<file path="src/design/alu_sub_xor_pkg.sv">
/*
 * Shared definitions for the subtract, swap, skip, table read and XOR
 * execution slice: operation codes, sequencer states, status bit
 * positions, reset values and program memory page layout.
 * Assumes a 4096-word program memory split into 16 pages of 256 words.
 */
`default_nettype none

package alu_sub_xor_pkg;

    // =====================================================================
    // operations handled by this slice
    typedef enum logic [3:0] {
        SUB_MEM,
        SUB_TO_MEM,
        SUB_IMM,
        SWAP_MEM,
        SWAP_TO_WORK,
        SKIP_NIL,
        TAB_CUR,
        TAB_LAST,
        XOR_MEM,
        XOR_TO_MEM,
        XOR_IMM
    } op_t;

    // =====================================================================
    // sequencer states
    typedef enum logic [1:0] {
        ST_IDLE,
        ST_FETCH,
        ST_DUMMY
    } state_t;

    // =====================================================================
    // status bit positions and reset values
    localparam int FLAG_W = 4;
    localparam int FL_WRAP = 3;
    localparam int FL_NIL = 2;
    localparam int FL_HALF = 1;
    localparam int FL_BORROW = 0;
    localparam logic [3:0] FLAGS_RST = 4'h0;
    localparam logic [7:0] WORK_RST = 8'h00;
    localparam logic [7:0] UPPER_RST = 8'h00;

    // =====================================================================
    // program memory layout
    localparam int DATA_W = 8;
    localparam int PROG_W = 15;
    localparam int PAGE_W = 4;
    localparam int PADDR_W = 12;
    localparam logic [3:0] LAST_PAGE = 4'hf;

endpackage : alu_sub_xor_pkg

`default_nettype wire

</file>
<file path="src/design/alu_sub_xor.sv">
/*
 * Execution slice for subtract, nibble exchange, skip when nil, table
 * fetch and exclusive-OR. Holds the work register, the four arithmetic
 * status bits and the lookup upper-byte register.
 * Assumes the core presents the addressed data byte on mem_rd_data_in in
 * the cycle an operation is offered, and that program memory drives the
 * word on prog_data_in while prog_rd_out is high.
 */
`default_nettype none

module alu_sub_xor (
    input wire logic ref_clk_in,
    input wire logic rst_b_in,
    input wire logic op_valid_in,
    input wire alu_sub_xor_pkg::op_t op_code_in,
    input wire logic [7:0] operand_in,
    input wire logic [7:0] mem_rd_data_in,
    input wire logic [7:0] lookup_pointer_in,
    input wire logic [3:0] page_in,
    input wire logic [14:0] prog_data_in,
    output logic op_ready_out,
    output logic mem_wr_en_out,
    output logic [7:0] mem_wr_data_out,
    output logic [11:0] prog_addr_out,
    output logic prog_rd_out,
    output logic discard_next_out,
    output logic [7:0] work_out,
    output logic [7:0] lookup_upper_byte_out,
    output logic signed_wrap_bit_out,
    output logic result_nil_flag_out,
    output logic half_borrow_bit_out,
    output logic borrow_out_bit_out
);

    // =====================================================================
    // reset release
    logic rst_s1_q;
    logic rst_ok_q;

    always_ff @(posedge ref_clk_in or negedge rst_b_in) begin
        if (!rst_b_in) begin
            rst_s1_q <= 1'b0;
            rst_ok_q <= 1'b0;
        end else begin
            rst_s1_q <= 1'b1;
            rst_ok_q <= rst_s1_q;
        end
    end

    // =====================================================================
    // arithmetic helpers
    // returns {borrow_bit, half_bit, wrap_bit, result}
    function automatic logic [10:0] sub8(input logic [7:0] a,
                                         input logic [7:0] b);
        logic [8:0] full;
        logic [4:0] half;
        logic wrap;
        full = {1'b0, a} + {1'b0, ~b} + 9'h001;
        half = {1'b0, a[3:0]} + {1'b0, ~b[3:0]} + 5'h01;
        wrap = (a[7] != b[7]) && (full[7] != a[7]);
        return {full[8], half[4], wrap, full[7:0]};
    endfunction : sub8

    function automatic logic [3:0] sub_flags(input logic [10:0] s);
        logic [3:0] f;
        f = 4'h0;
        f[alu_sub_xor_pkg::FL_WRAP] = s[8];
        f[alu_sub_xor_pkg::FL_NIL] = (s[7:0] == 8'h00);
        f[alu_sub_xor_pkg::FL_HALF] = s[9];
        f[alu_sub_xor_pkg::FL_BORROW] = s[10];
        return f;
    endfunction : sub_flags

    // =====================================================================
    // state
    alu_sub_xor_pkg::state_t state_q, state_d;
    logic [7:0] work_q, work_d;
    logic [3:0] flags_q, flags_d;
    logic [7:0] upper_q, upper_d;
    logic mem_we_q, mem_we_d;
    logic [7:0] mem_wd_q, mem_wd_d;
    logic [11:0] paddr_q, paddr_d;
    logic prd_q, prd_d;
    logic discard_q, discard_d;

    logic take;
    logic [7:0] operand_b;
    logic [10:0] diff;
    logic [7:0] swapped;
    logic [7:0] xored;

    assign op_ready_out = rst_ok_q && (state_q == alu_sub_xor_pkg::ST_IDLE);
    assign take = op_valid_in && op_ready_out;
    assign operand_b = (op_code_in == alu_sub_xor_pkg::SUB_IMM ||
                        op_code_in == alu_sub_xor_pkg::XOR_IMM) ?
                       operand_in : mem_rd_data_in;
    assign diff = sub8(work_q, operand_b);
    assign swapped = {mem_rd_data_in[3:0], mem_rd_data_in[7:4]};
    assign xored = work_q ^ operand_b;

    always_comb begin
        state_d = state_q;
        work_d = work_q;
        flags_d = flags_q;
        upper_d = upper_q;
        mem_we_d = 1'b0;
        mem_wd_d = mem_wd_q;
        paddr_d = paddr_q;
        prd_d = 1'b0;
        discard_d = 1'b0;
        unique case (state_q)
            alu_sub_xor_pkg::ST_IDLE: begin
                if (take) begin
                    unique case (op_code_in)
                        alu_sub_xor_pkg::SUB_MEM,
                        alu_sub_xor_pkg::SUB_IMM: begin
                            work_d = diff[7:0];
                            flags_d = sub_flags(diff);
                        end
                        alu_sub_xor_pkg::SUB_TO_MEM: begin
                            mem_we_d = 1'b1;
                            mem_wd_d = diff[7:0];
                            flags_d = sub_flags(diff);
                        end
                        alu_sub_xor_pkg::SWAP_MEM: begin
                            mem_we_d = 1'b1;
                            mem_wd_d = swapped;
                        end
                        alu_sub_xor_pkg::SWAP_TO_WORK: begin
                            work_d = swapped;
                        end
                        alu_sub_xor_pkg::SKIP_NIL: begin
                            if (mem_rd_data_in == 8'h00) begin
                                discard_d = 1'b1;
                                state_d = alu_sub_xor_pkg::ST_DUMMY;
                            end
                        end
                        alu_sub_xor_pkg::TAB_CUR: begin
                            paddr_d = {page_in, lookup_pointer_in};
                            prd_d = 1'b1;
                            state_d = alu_sub_xor_pkg::ST_FETCH;
                        end
                        alu_sub_xor_pkg::TAB_LAST: begin
                            paddr_d = {alu_sub_xor_pkg::LAST_PAGE,
                                       lookup_pointer_in};
                            prd_d = 1'b1;
                            state_d = alu_sub_xor_pkg::ST_FETCH;
                        end
                        alu_sub_xor_pkg::XOR_MEM,
                        alu_sub_xor_pkg::XOR_IMM: begin
                            work_d = xored;
                            flags_d[alu_sub_xor_pkg::FL_NIL] =
                                (xored == 8'h00);
                        end
                        alu_sub_xor_pkg::XOR_TO_MEM: begin
                            mem_we_d = 1'b1;
                            mem_wd_d = xored;
                            flags_d[alu_sub_xor_pkg::FL_NIL] =
                                (xored == 8'h00);
                        end
                        default: begin
                        end
                    endcase
                end
            end
            alu_sub_xor_pkg::ST_FETCH: begin
                mem_we_d = 1'b1;
                mem_wd_d = prog_data_in[7:0];
                upper_d = {1'b0, prog_data_in[14:8]};
                state_d = alu_sub_xor_pkg::ST_IDLE;
            end
            alu_sub_xor_pkg::ST_DUMMY: begin
                state_d = alu_sub_xor_pkg::ST_IDLE;
            end
            default: begin
                state_d = alu_sub_xor_pkg::ST_IDLE;
            end
        endcase
    end

    // state leaves reset on the released copy, all on one edge
    always_ff @(posedge ref_clk_in or negedge rst_ok_q) begin
        if (!rst_ok_q) begin
            state_q <= alu_sub_xor_pkg::ST_IDLE;
            work_q <= alu_sub_xor_pkg::WORK_RST;
            flags_q <= alu_sub_xor_pkg::FLAGS_RST;
            upper_q <= alu_sub_xor_pkg::UPPER_RST;
            mem_we_q <= 1'b0;
            mem_wd_q <= 8'h00;
            paddr_q <= 12'h000;
            prd_q <= 1'b0;
            discard_q <= 1'b0;
        end else begin
            state_q <= state_d;
            work_q <= work_d;
            flags_q <= flags_d;
            upper_q <= upper_d;
            mem_we_q <= mem_we_d;
            mem_wd_q <= mem_wd_d;
            paddr_q <= paddr_d;
            prd_q <= prd_d;
            discard_q <= discard_d;
        end
    end

    assign mem_wr_en_out = mem_we_q;
    assign mem_wr_data_out = mem_wd_q;
    assign prog_addr_out = paddr_q;
    assign prog_rd_out = prd_q;
    assign discard_next_out = discard_q;
    assign work_out = work_q;
    assign lookup_upper_byte_out = upper_q;
    assign signed_wrap_bit_out = flags_q[alu_sub_xor_pkg::FL_WRAP];
    assign result_nil_flag_out = flags_q[alu_sub_xor_pkg::FL_NIL];
    assign half_borrow_bit_out = flags_q[alu_sub_xor_pkg::FL_HALF];
    assign borrow_out_bit_out = flags_q[alu_sub_xor_pkg::FL_BORROW];

    // =====================================================================
    // checks
    sub_work_a: assert property (
        @(posedge ref_clk_in) disable iff (!rst_ok_q)
        take && op_code_in == alu_sub_xor_pkg::SUB_MEM |=>
        work_q == 8'($past(work_q) - $past(mem_rd_data_in)) && !mem_we_q)
        else $error("memory subtract result wrong");

    sub_mem_a: assert property (
        @(posedge ref_clk_in) disable iff (!rst_ok_q)
        take && op_code_in == alu_sub_xor_pkg::SUB_TO_MEM |=>
        mem_we_q && $stable(work_q) &&
        mem_wd_q == 8'($past(work_q) - $past(mem_rd_data_in)))
        else $error("memory destination subtract wrong");

    sub_borrow_a: assert property (
        @(posedge ref_clk_in) disable iff (!rst_ok_q)
        take && op_code_in == alu_sub_xor_pkg::SUB_IMM |=>
        borrow_out_bit_out == ($past(work_q) >= $past(operand_in)) &&
        result_nil_flag_out == ($past(work_q) == $past(operand_in)))
        else $error("immediate subtract flags wrong");

    swap_mem_a: assert property (
        @(posedge ref_clk_in) disable iff (!rst_ok_q)
        take && op_code_in == alu_sub_xor_pkg::SWAP_MEM |=>
        mem_we_q && $stable(flags_q) && $stable(work_q) &&
        mem_wd_q == {$past(mem_rd_data_in[3:0]), $past(mem_rd_data_in[7:4])})
        else $error("nibble swap to memory wrong");

    skip_nil_a: assert property (
        @(posedge ref_clk_in) disable iff (!rst_ok_q)
        take && op_code_in == alu_sub_xor_pkg::SKIP_NIL &&
        mem_rd_data_in == 8'h00 |=>
        discard_next_out && !op_ready_out ##1
        op_ready_out && !discard_next_out)
        else $error("skip did not take two cycles");

    skip_pass_a: assert property (
        @(posedge ref_clk_in) disable iff (!rst_ok_q)
        take && op_code_in == alu_sub_xor_pkg::SKIP_NIL &&
        mem_rd_data_in != 8'h00 |=>
        !discard_next_out && op_ready_out && $stable(flags_q))
        else $error("skip taken on nonzero byte");

    tab_last_a: assert property (
        @(posedge ref_clk_in) disable iff (!rst_ok_q)
        take && op_code_in == alu_sub_xor_pkg::TAB_LAST |=>
        prog_rd_out && prog_addr_out[11:8] == alu_sub_xor_pkg::LAST_PAGE &&
        prog_addr_out[7:0] == $past(lookup_pointer_in))
        else $error("last page fetch address wrong");

    tab_data_a: assert property (
        @(posedge ref_clk_in) disable iff (!rst_ok_q)
        state_q == alu_sub_xor_pkg::ST_FETCH |=>
        mem_we_q && mem_wd_q == $past(prog_data_in[7:0]) &&
        lookup_upper_byte_out == {1'b0, $past(prog_data_in[14:8])} &&
        $stable(flags_q))
        else $error("table fetch data placement wrong");

    xor_flag_a: assert property (
        @(posedge ref_clk_in) disable iff (!rst_ok_q)
        take && op_code_in == alu_sub_xor_pkg::XOR_IMM |=>
        work_q == ($past(work_q) ^ $past(operand_in)) &&
        result_nil_flag_out == ($past(work_q) == $past(operand_in)) &&
        borrow_out_bit_out == $past(borrow_out_bit_out) &&
        signed_wrap_bit_out == $past(signed_wrap_bit_out))
        else $error("xor result or flags wrong");

endmodule : alu_sub_xor

`default_nettype wire

</file>
<file path="config.mk">
export PLATFORM = sky130hd
export DESIGN_NAME = alu_sub_xor
export DESIGN_NICKNAME = d
export VERILOG_FILES = /design/src/design/alu_sub_xor_pkg.sv /design/src/design/alu_sub_xor.sv
export SDC_FILE = /design/constraint.sdc
export NUM_CORES = 1
export LEC_CHECK = 0
export BUFFER_PORTS_ARGS = -buffer_cell sky130_fd_sc_hd__buf_4
export CORE_ASPECT_RATIO = 1.1
export CORE_UTILIZATION = 45
export CTS_CLUSTER_DIAMETER = 80
export DETAILED_ROUTE_END_ITERATION = 10
export PLACE_DENSITY = 0.75
export RECOVER_POWER = 50
export SETUP_SLACK_MARGIN = 0.5
export SLEW_MARGIN = 20
export SYNTH_ARGS = -nofsm -noshare
export SYNTH_HDL_FRONTEND = slang
export SYNTH_SLANG_ARGS = --single-unit
</file>
<file path="constraint.sdc">
create_clock -name ref_clk_in -period 4.1 [get_ports ref_clk_in]
set_clock_uncertainty 0.2 [all_clocks]
set_input_delay 1.23 -clock ref_clk_in [delete_from_list [all_inputs] [get_ports ref_clk_in]]
set_output_delay 1.23 -clock ref_clk_in [all_outputs]
set_load 0.02 [all_outputs]
</file>
Word level (Yosys, flattened, before mapping)
Cells that the tools add are included.
{"block": "word_totals", "inputBits": 50, "word_cells": 82, "regBits": 46}
{"block": "op_classes", "n_reduce_logical": 25, "mux": 21, "eq_ne": 17, "add_sub_neg": 4, "bitwise_logic": 3}
{"operator": "$pmux W8 S3", "count": 2}
{"operator": "$logic_not A8 Y1", "count": 3}
{"operator": "$pmux W12 S2", "count": 1}
{"operator": "$reduce_and A3 Y1", "count": 6}
{"operator": "$eq A4 B3 Y1 const B", "count": 4}
{"operator": "$mux W8", "count": 2}
{"operator": "$pmux W8 S2", "count": 1}
{"operator": "$eq A4 B4 Y1 const B", "count": 3}
{"operator": "$add A8 B8 Y9", "count": 1}
{"operator": "$add A9 B1 Y9 const B", "count": 1}
{"operator": "$mux W1", "count": 9}
{"operator": "$reduce_or A3 Y1", "count": 3}
{"operator": "$eq A4 B2 Y1 const B", "count": 2}
{"operator": "$not A8 Y8", "count": 1}
{"operator": "$xor A8 B8 Y8", "count": 1}
{"operator": "$mux W2", "count": 3}
{"operator": "$reduce_bool A2 Y1", "count": 3}
{"operator": "$reduce_or A2 Y1", "count": 3}
{"operator": "$add A4 B4 Y5", "count": 1}
{"operator": "$add A5 B1 Y5 const B", "count": 1}
{"operator": "$eq A4 B1 Y1 const B", "count": 1}
{"operator": "$logic_not A4 Y1", "count": 1}
{"operator": "$ne A4 B1 Y1 const B", "count": 1}
{"operator": "$not A4 Y4", "count": 1}
{"operator": "other kinds (11)", "count": 15}

Longest topological paths before layout
{"block": "depth", "depth_word": 9, "ltp_mapped": 13, "ltp_nobuf": 10}

Worst setup path after synthesis
OpenSTA, ideal clock, no wires.
{"block": "synth_path", "kind": "input port to flip-flop", "start": "in op_code_in[0]", "end": "reg flags_q[2]", "t_required_ps": 3834, "setup_time_ps": 66, "arrival_time_ps": 3704, "setup_slack_ps": 130, "cell_stages": 12, "path_cell_list": "buf_2 > buf_2 > nor3b_1 > buf_2 > mux2_1 > ha_1 > inv_1 > fa_1 > nand3b_1 > or3_1 > nor4_1 > a31o_1"}
{"block": "synth_via", "elab_chain_len": 8, "word_cells_on_any_way": 19, "classes_between": "add/sub (2); eq/ne (5); mux (2); bitwise (2); reduce/logical (8)"}
{"item": "start: declaration", "line": "alu_sub_xor.sv:15", "text": "input wire alu_sub_xor_pkg::op_t op_code_in,"}
{"item": "$eq A4 B2 Y1 / $eq A4 B4 Y1 (equally long branches)", "line": "alu_sub_xor.sv:94, alu_sub_xor.sv:114, alu_sub_xor.sv:95"}
{"item": "$logic_or A1 B1 Y1", "line": "alu_sub_xor.sv:94", "text": "assign operand_b = (op_code_in == alu_sub_xor_pkg::SUB_IMM ||"}
{"item": "$mux W8", "line": "alu_sub_xor.sv:95", "text": "op_code_in == alu_sub_xor_pkg::XOR_IMM) ?"}
{"item": "$not A8 Y8", "line": "alu_sub_xor.sv:58", "text": "full = {1'b0, a} + {1'b0, ~b} + 9'h001;"}
{"item": "$add A8 B8 Y9", "line": "alu_sub_xor.sv:58"}
{"item": "$add A9 B1 Y9", "line": "alu_sub_xor.sv:58"}
{"item": "$logic_not A8 Y1", "line": "alu_sub_xor.sv:68", "text": "f[alu_sub_xor_pkg::FL_NIL] = (s[7:0] == 8'h00);"}
{"item": "$pmux W1 S2", "line": "alu_sub_xor.sv:114", "text": "unique case (op_code_in)"}
{"item": "end signal: assignment", "line": "alu_sub_xor.sv:186", "text": "flags_q <= alu_sub_xor_pkg::FLAGS_RST;"}
{"item": "end signal: assignment", "line": "alu_sub_xor.sv:196", "text": "flags_q <= flags_d;"}
{"item": "end: declaration", "line": "alu_sub_xor.sv:78", "text": "logic [3:0] flags_q, flags_d;"}
Parallel ways exist; a longest one is shown, timed or not.
A chain may end at the register's enable or synchronous reset.

Worst setup path after layout
{"block": "layout_path", "start": "in op_code_in[2]", "end": "reg flags_q[2]"}
Same word-level chain as after synthesis.

==> impl_metrics.env <==
export IMPL_run_status="complete, but fails checks"
export IMPL_violations="max-capacitance violations, max-slew violations"
export IMPL_start_kind="input port"
export IMPL_routedWlPerCell_um=16.88
export IMPL_p_leak_nw=1.694
export IMPL_synth_seq_cells=46
export IMPL_drtAntennaViolNets=0
export IMPL_gp_congestion=0.9079
export IMPL_area_growth_pct=31.95
export IMPL_grt_max_degree=34
export IMPL_core_um2=5914
export IMPL_synth_area_um2=2811
export IMPL_crit_chain="buf_4 -> nor3b_4 -> mux2_4 -> ha_4 -> inv_2 -> fa_1 -> nand3b_1 -> or3_1 -> nor4_2 -> a31o_1"
export IMPL_post_cts_buffers=0
export IMPL_root_buffer="clkbuf_8"
export IMPL_path_buf_inv=2
export IMPL_drive_gt1_share_pct=30.36
export IMPL_period_minus_slack_ns=3.567
export IMPL_cts_path_max_buffers=2
export IMPL_tightest_slew_ns=1.858
export IMPL_clk_pin_slew_worst_paths_ns=0.09
export IMPL_synth_ff_type="dfrtp_1"
export IMPL_routed_wl_mm=7.917
export IMPL_crit_family="simple AND/OR/NAND/NOR gates"
export IMPL_synth_most_common_cell="dfrtp_1"
export IMPL_drtIter0Drc=148
export IMPL_cts_sinks=46
export IMPL_netlist_cell_type_count=65
export IMPL_rows=29
export IMPL_htreeDepth=2
export IMPL_die_h_um=84.90
export IMPL_rsz0062_at_grt="true"
export IMPL_endpoint_kind="register"
export IMPL_slew_headroom_pct=-23.86
export IMPL_hold_class="register to register"
export IMPL_grt_pass1_vias=2733
export IMPL_ir_worst_vdd_mv=0.3053
export IMPL_cp_required_ns=4.14
export IMPL_p_comb_share_pct=54.7
export IMPL_p_sw_uw=937.2
export IMPL_syn_inst=303
export IMPL_synth_edf_count=0
export IMPL_vias=2641
export IMPL_path_class="input port to register"
export IMPL_setup_tns_ns=0
export IMPL_p_int_mw=1.310
export IMPL_cap_violations=1
export IMPL_cp_max_fo=11
export IMPL_ys_warn_count=0
export IMPL_syn_avg_cell_area_um2=9.279
export IMPL_insertion_delay_ns=0.30
export IMPL_dpl_cell_count=460
export IMPL_die_width_um=77.37
export IMPL_netlist_area_leader_share_pct=40.94
export IMPL_critPathArrivalTime_ns=3.61
export IMPL_power_share_clock_pct=15.4
export IMPL_portBuffers=92
export IMPL_netlist_top_cells_area="dfrtp_1, nand2_1, mux2_1"
export IMPL_async_flop_share_pct=100.0
export IMPL_grt_pass1_wl_mm=13.39
export IMPL_crit_path_top_delay_cell="fa_1"
export IMPL_dpl_hpwl_mm=5.959
export IMPL_n_antenna_cell=0
export IMPL_final_hold_viol_count=0
export IMPL_viasPerCell=5.631
export IMPL_fmax_mhz=280.4
export IMPL_initial_core_util_pct=47.54
export IMPL_setup_viol=0
export IMPL_p_seq_share_pct=29.9
export IMPL_synthTopCellsByCount="dfrtp_1, nand2_1, nor2_1"
export IMPL_pwr_density_cell_nw_per_um2=605.8
export IMPL_synth_fp_nets=362
export IMPL_antenna_found_initial=0
export IMPL_io_pins=94
export IMPL_drt_first_pass_iters=4
export IMPL_grt_use_total_pct=25.71
export IMPL_yosysSeqAreaShare_pct=40.94
export IMPL_fin_crit_sh_pct=87.00
export IMPL_synth_top_cell_by_area="dfrtp_1"
export IMPL_cts_inserted_buffers=5
export IMPL_die_area_um2=6568
export IMPL_finalNetCount=450
export IMPL_grt_overflow=0
export IMPL_switching_share_pct=41.70
export IMPL_drc_errors=0
export IMPL_finalMaxSlewViolations=34
export IMPL_slowest_delay_ns=0.46
export IMPL_cts_tree="yes"
export IMPL_fin_cells=469
-- layer usage --
layer  vias up  share of wire, %  GRT usage (%)
met5         -                 0              0
met4         0               1.8          7.890
met3        11               7.7          5.914
met2       117                48          43.68
met1      1258                43          32.46
li1       1255                 -              -
-- cell families (layout without fill, tap and decap cells) --
kind of cell / Yosys count / after routing / synth area share, %
DFF: 46 / 46 / 40.94
adders and majority gates: 9 / 9 / 4.273
AOI/OAI and AO/OA: 80 / 80 / 19.76
muxes: 17 / 17 / 6.453
and+or+nand+nor: 114 / 114 / 21.36
other: 2 / 2 / 0.2671
xor gates and xnor gates: 5 / 5 / 1.558
buffers and inverters: 30 / 119 / 5.384
-- metrics by stage --
step	hold slack (ns)	area [um^2]	power, mW	utilization (%)	worst slack (ns)
finish	0.1561	3710	2.247	62.72	0.5331
global route	0.1670	3710	2.388	62.72	0.4699
CTS	0.1584	3746	2.268	63.34	0.5140
detailed placement	-0.04276	3597	1.900	60.82	0.1274
global placement	-0.04813	3597	1.886	60.82	0.1815
floorplan	0.1312	2882	1.487	-	0.2455
-- path summary, 6_finish.rpt --
path                                              start                              to  slack (ns)  depth (start not counted)
worst min-delay path                 rst_s1_q$_DFF_PN0_              rst_ok_q$_DFF_PN0_        0.16                          0
max in group asynchronous            rst_ok_q$_DFF_PN0_  mem_wr_data_out[0]$_DFFE_PN0P_        1.92                          1
min in group asynchronous                      rst_b_in              rst_ok_q$_DFF_PN0_        0.50                          1
worst min register to register       rst_s1_q$_DFF_PN0_              rst_ok_q$_DFF_PN0_        0.16                          0
worst max register to register  work_out[0]$_DFFE_PN0P_          flags_q[2]$_DFFE_PN0P_        1.63                          9
worst max-delay path                      op_code_in[2]          flags_q[2]$_DFFE_PN0P_        0.53                         10
-- worst register-to-register path, cell delays in order (launching register included) --
cell	delay (ns)
dfrtp_1	0.39
inv_1	0.11
ha_4	0.14
inv_2	0.03
fa_1	0.47
xnor2_1	0.19
nand3b_1	0.10
or3_1	0.33
nor4_2	0.28
a31o_1	0.17
-- sequential cells by signal (all words and copies together), names as in the netlist --
register,flops
prog_addr_out,12
mem_wr_data_out,8
work_out,8
lookup_upper_byte_out,7
flags_q,4
state_q,2
discard_next_out,1
mem_wr_en_out,1
prog_rd_out,1
rst_ok_q,1
rst_s1_q,1
-- cells in the final DEF (no fill, tap or decap), types with 2 or more instances in the layout --
cell type | Yosys | routed
inv_2 | 1 | 2
a21oi_1 | 18 | 17
dfrtp_1 | 46 | 45
ha_1 | 8 | 5
a21o_1 | 4 | 4
a31oi_1 | 3 | 3
clkbuf_8 | 0 | 5
nand2_1 | 45 | 45
nand2b_1 | 6 | 6
nand3b_1 | 3 | 3
a21oi_2 | 3 | 3
or3_1 | 2 | 2
buf_4 | 2 | 84
ha_4 | 0 | 2
nor3_1 | 3 | 3
o211ai_1 | 3 | 3
o21ai_1 | 9 | 9
mux2i_1 | 8 | 6
mux2i_2 | 0 | 2
and3_1 | 3 | 3
clkbuf_1 | 4 | 16
nor3b_1 | 3 | 2
nor2_1 | 27 | 26
inv_1 | 8 | 7
conb_1 | 2 | 2
o21ai_0 | 13 | 13
a211oi_1 | 2 | 2
and3b_1 | 2 | 2
or4b_1 | 2 | 2
mux2_1 | 9 | 8
a32oi_1 | 5 | 5
nor2b_1 | 2 | 2
nand4_1 | 2 | 2
or3b_1 | 2 | 2
a22o_1 | 2 | 2
xnor2_1 | 4 | 4
buf_6 | 2 | 2
-- power groups by stage --
stage | registers (mW) | logic [mW] | clock network [mW]
2_1_floorplan | 0.833 | 0.654 | 0
3_3_place_gp | 0.677 | 1.21 | 0
3_5_place_dp | 0.680 | 1.22 | 0
4_1_cts | 0.675 | 1.24 | 0.351
5_1_grt | 0.690 | 1.33 | 0.368
6_report | 0.672 | 1.23 | 0.345
-- layout make-up --
| type | count | area, um^2 |
|---|---|---|
| fill | 512 | 2205 |
| timing repair buffer | 102 | 719.4 |
| sequential | 46 | 1152 |
| inverter | 9 | 33.78 |
| clock inverter | 2 | 37.54 |
| clock buffer | 6 | 72.57 |
| tap | 77 | 96.34 |
| multi-input combinational | 227 | 1598 |
-- what timing repair did --
| action | in CTS | in global routing |
|---|---|---|
| hold endpoints to repair | 11 | 0 |
| hold buffers | 1 | 0 |
| endpoints found under the setup margin | 3 | 4 |
| gates resized for setup | 6 | 4 |
| pin swaps | 2 | 3 |
Power figures use the tool's default switching activity.
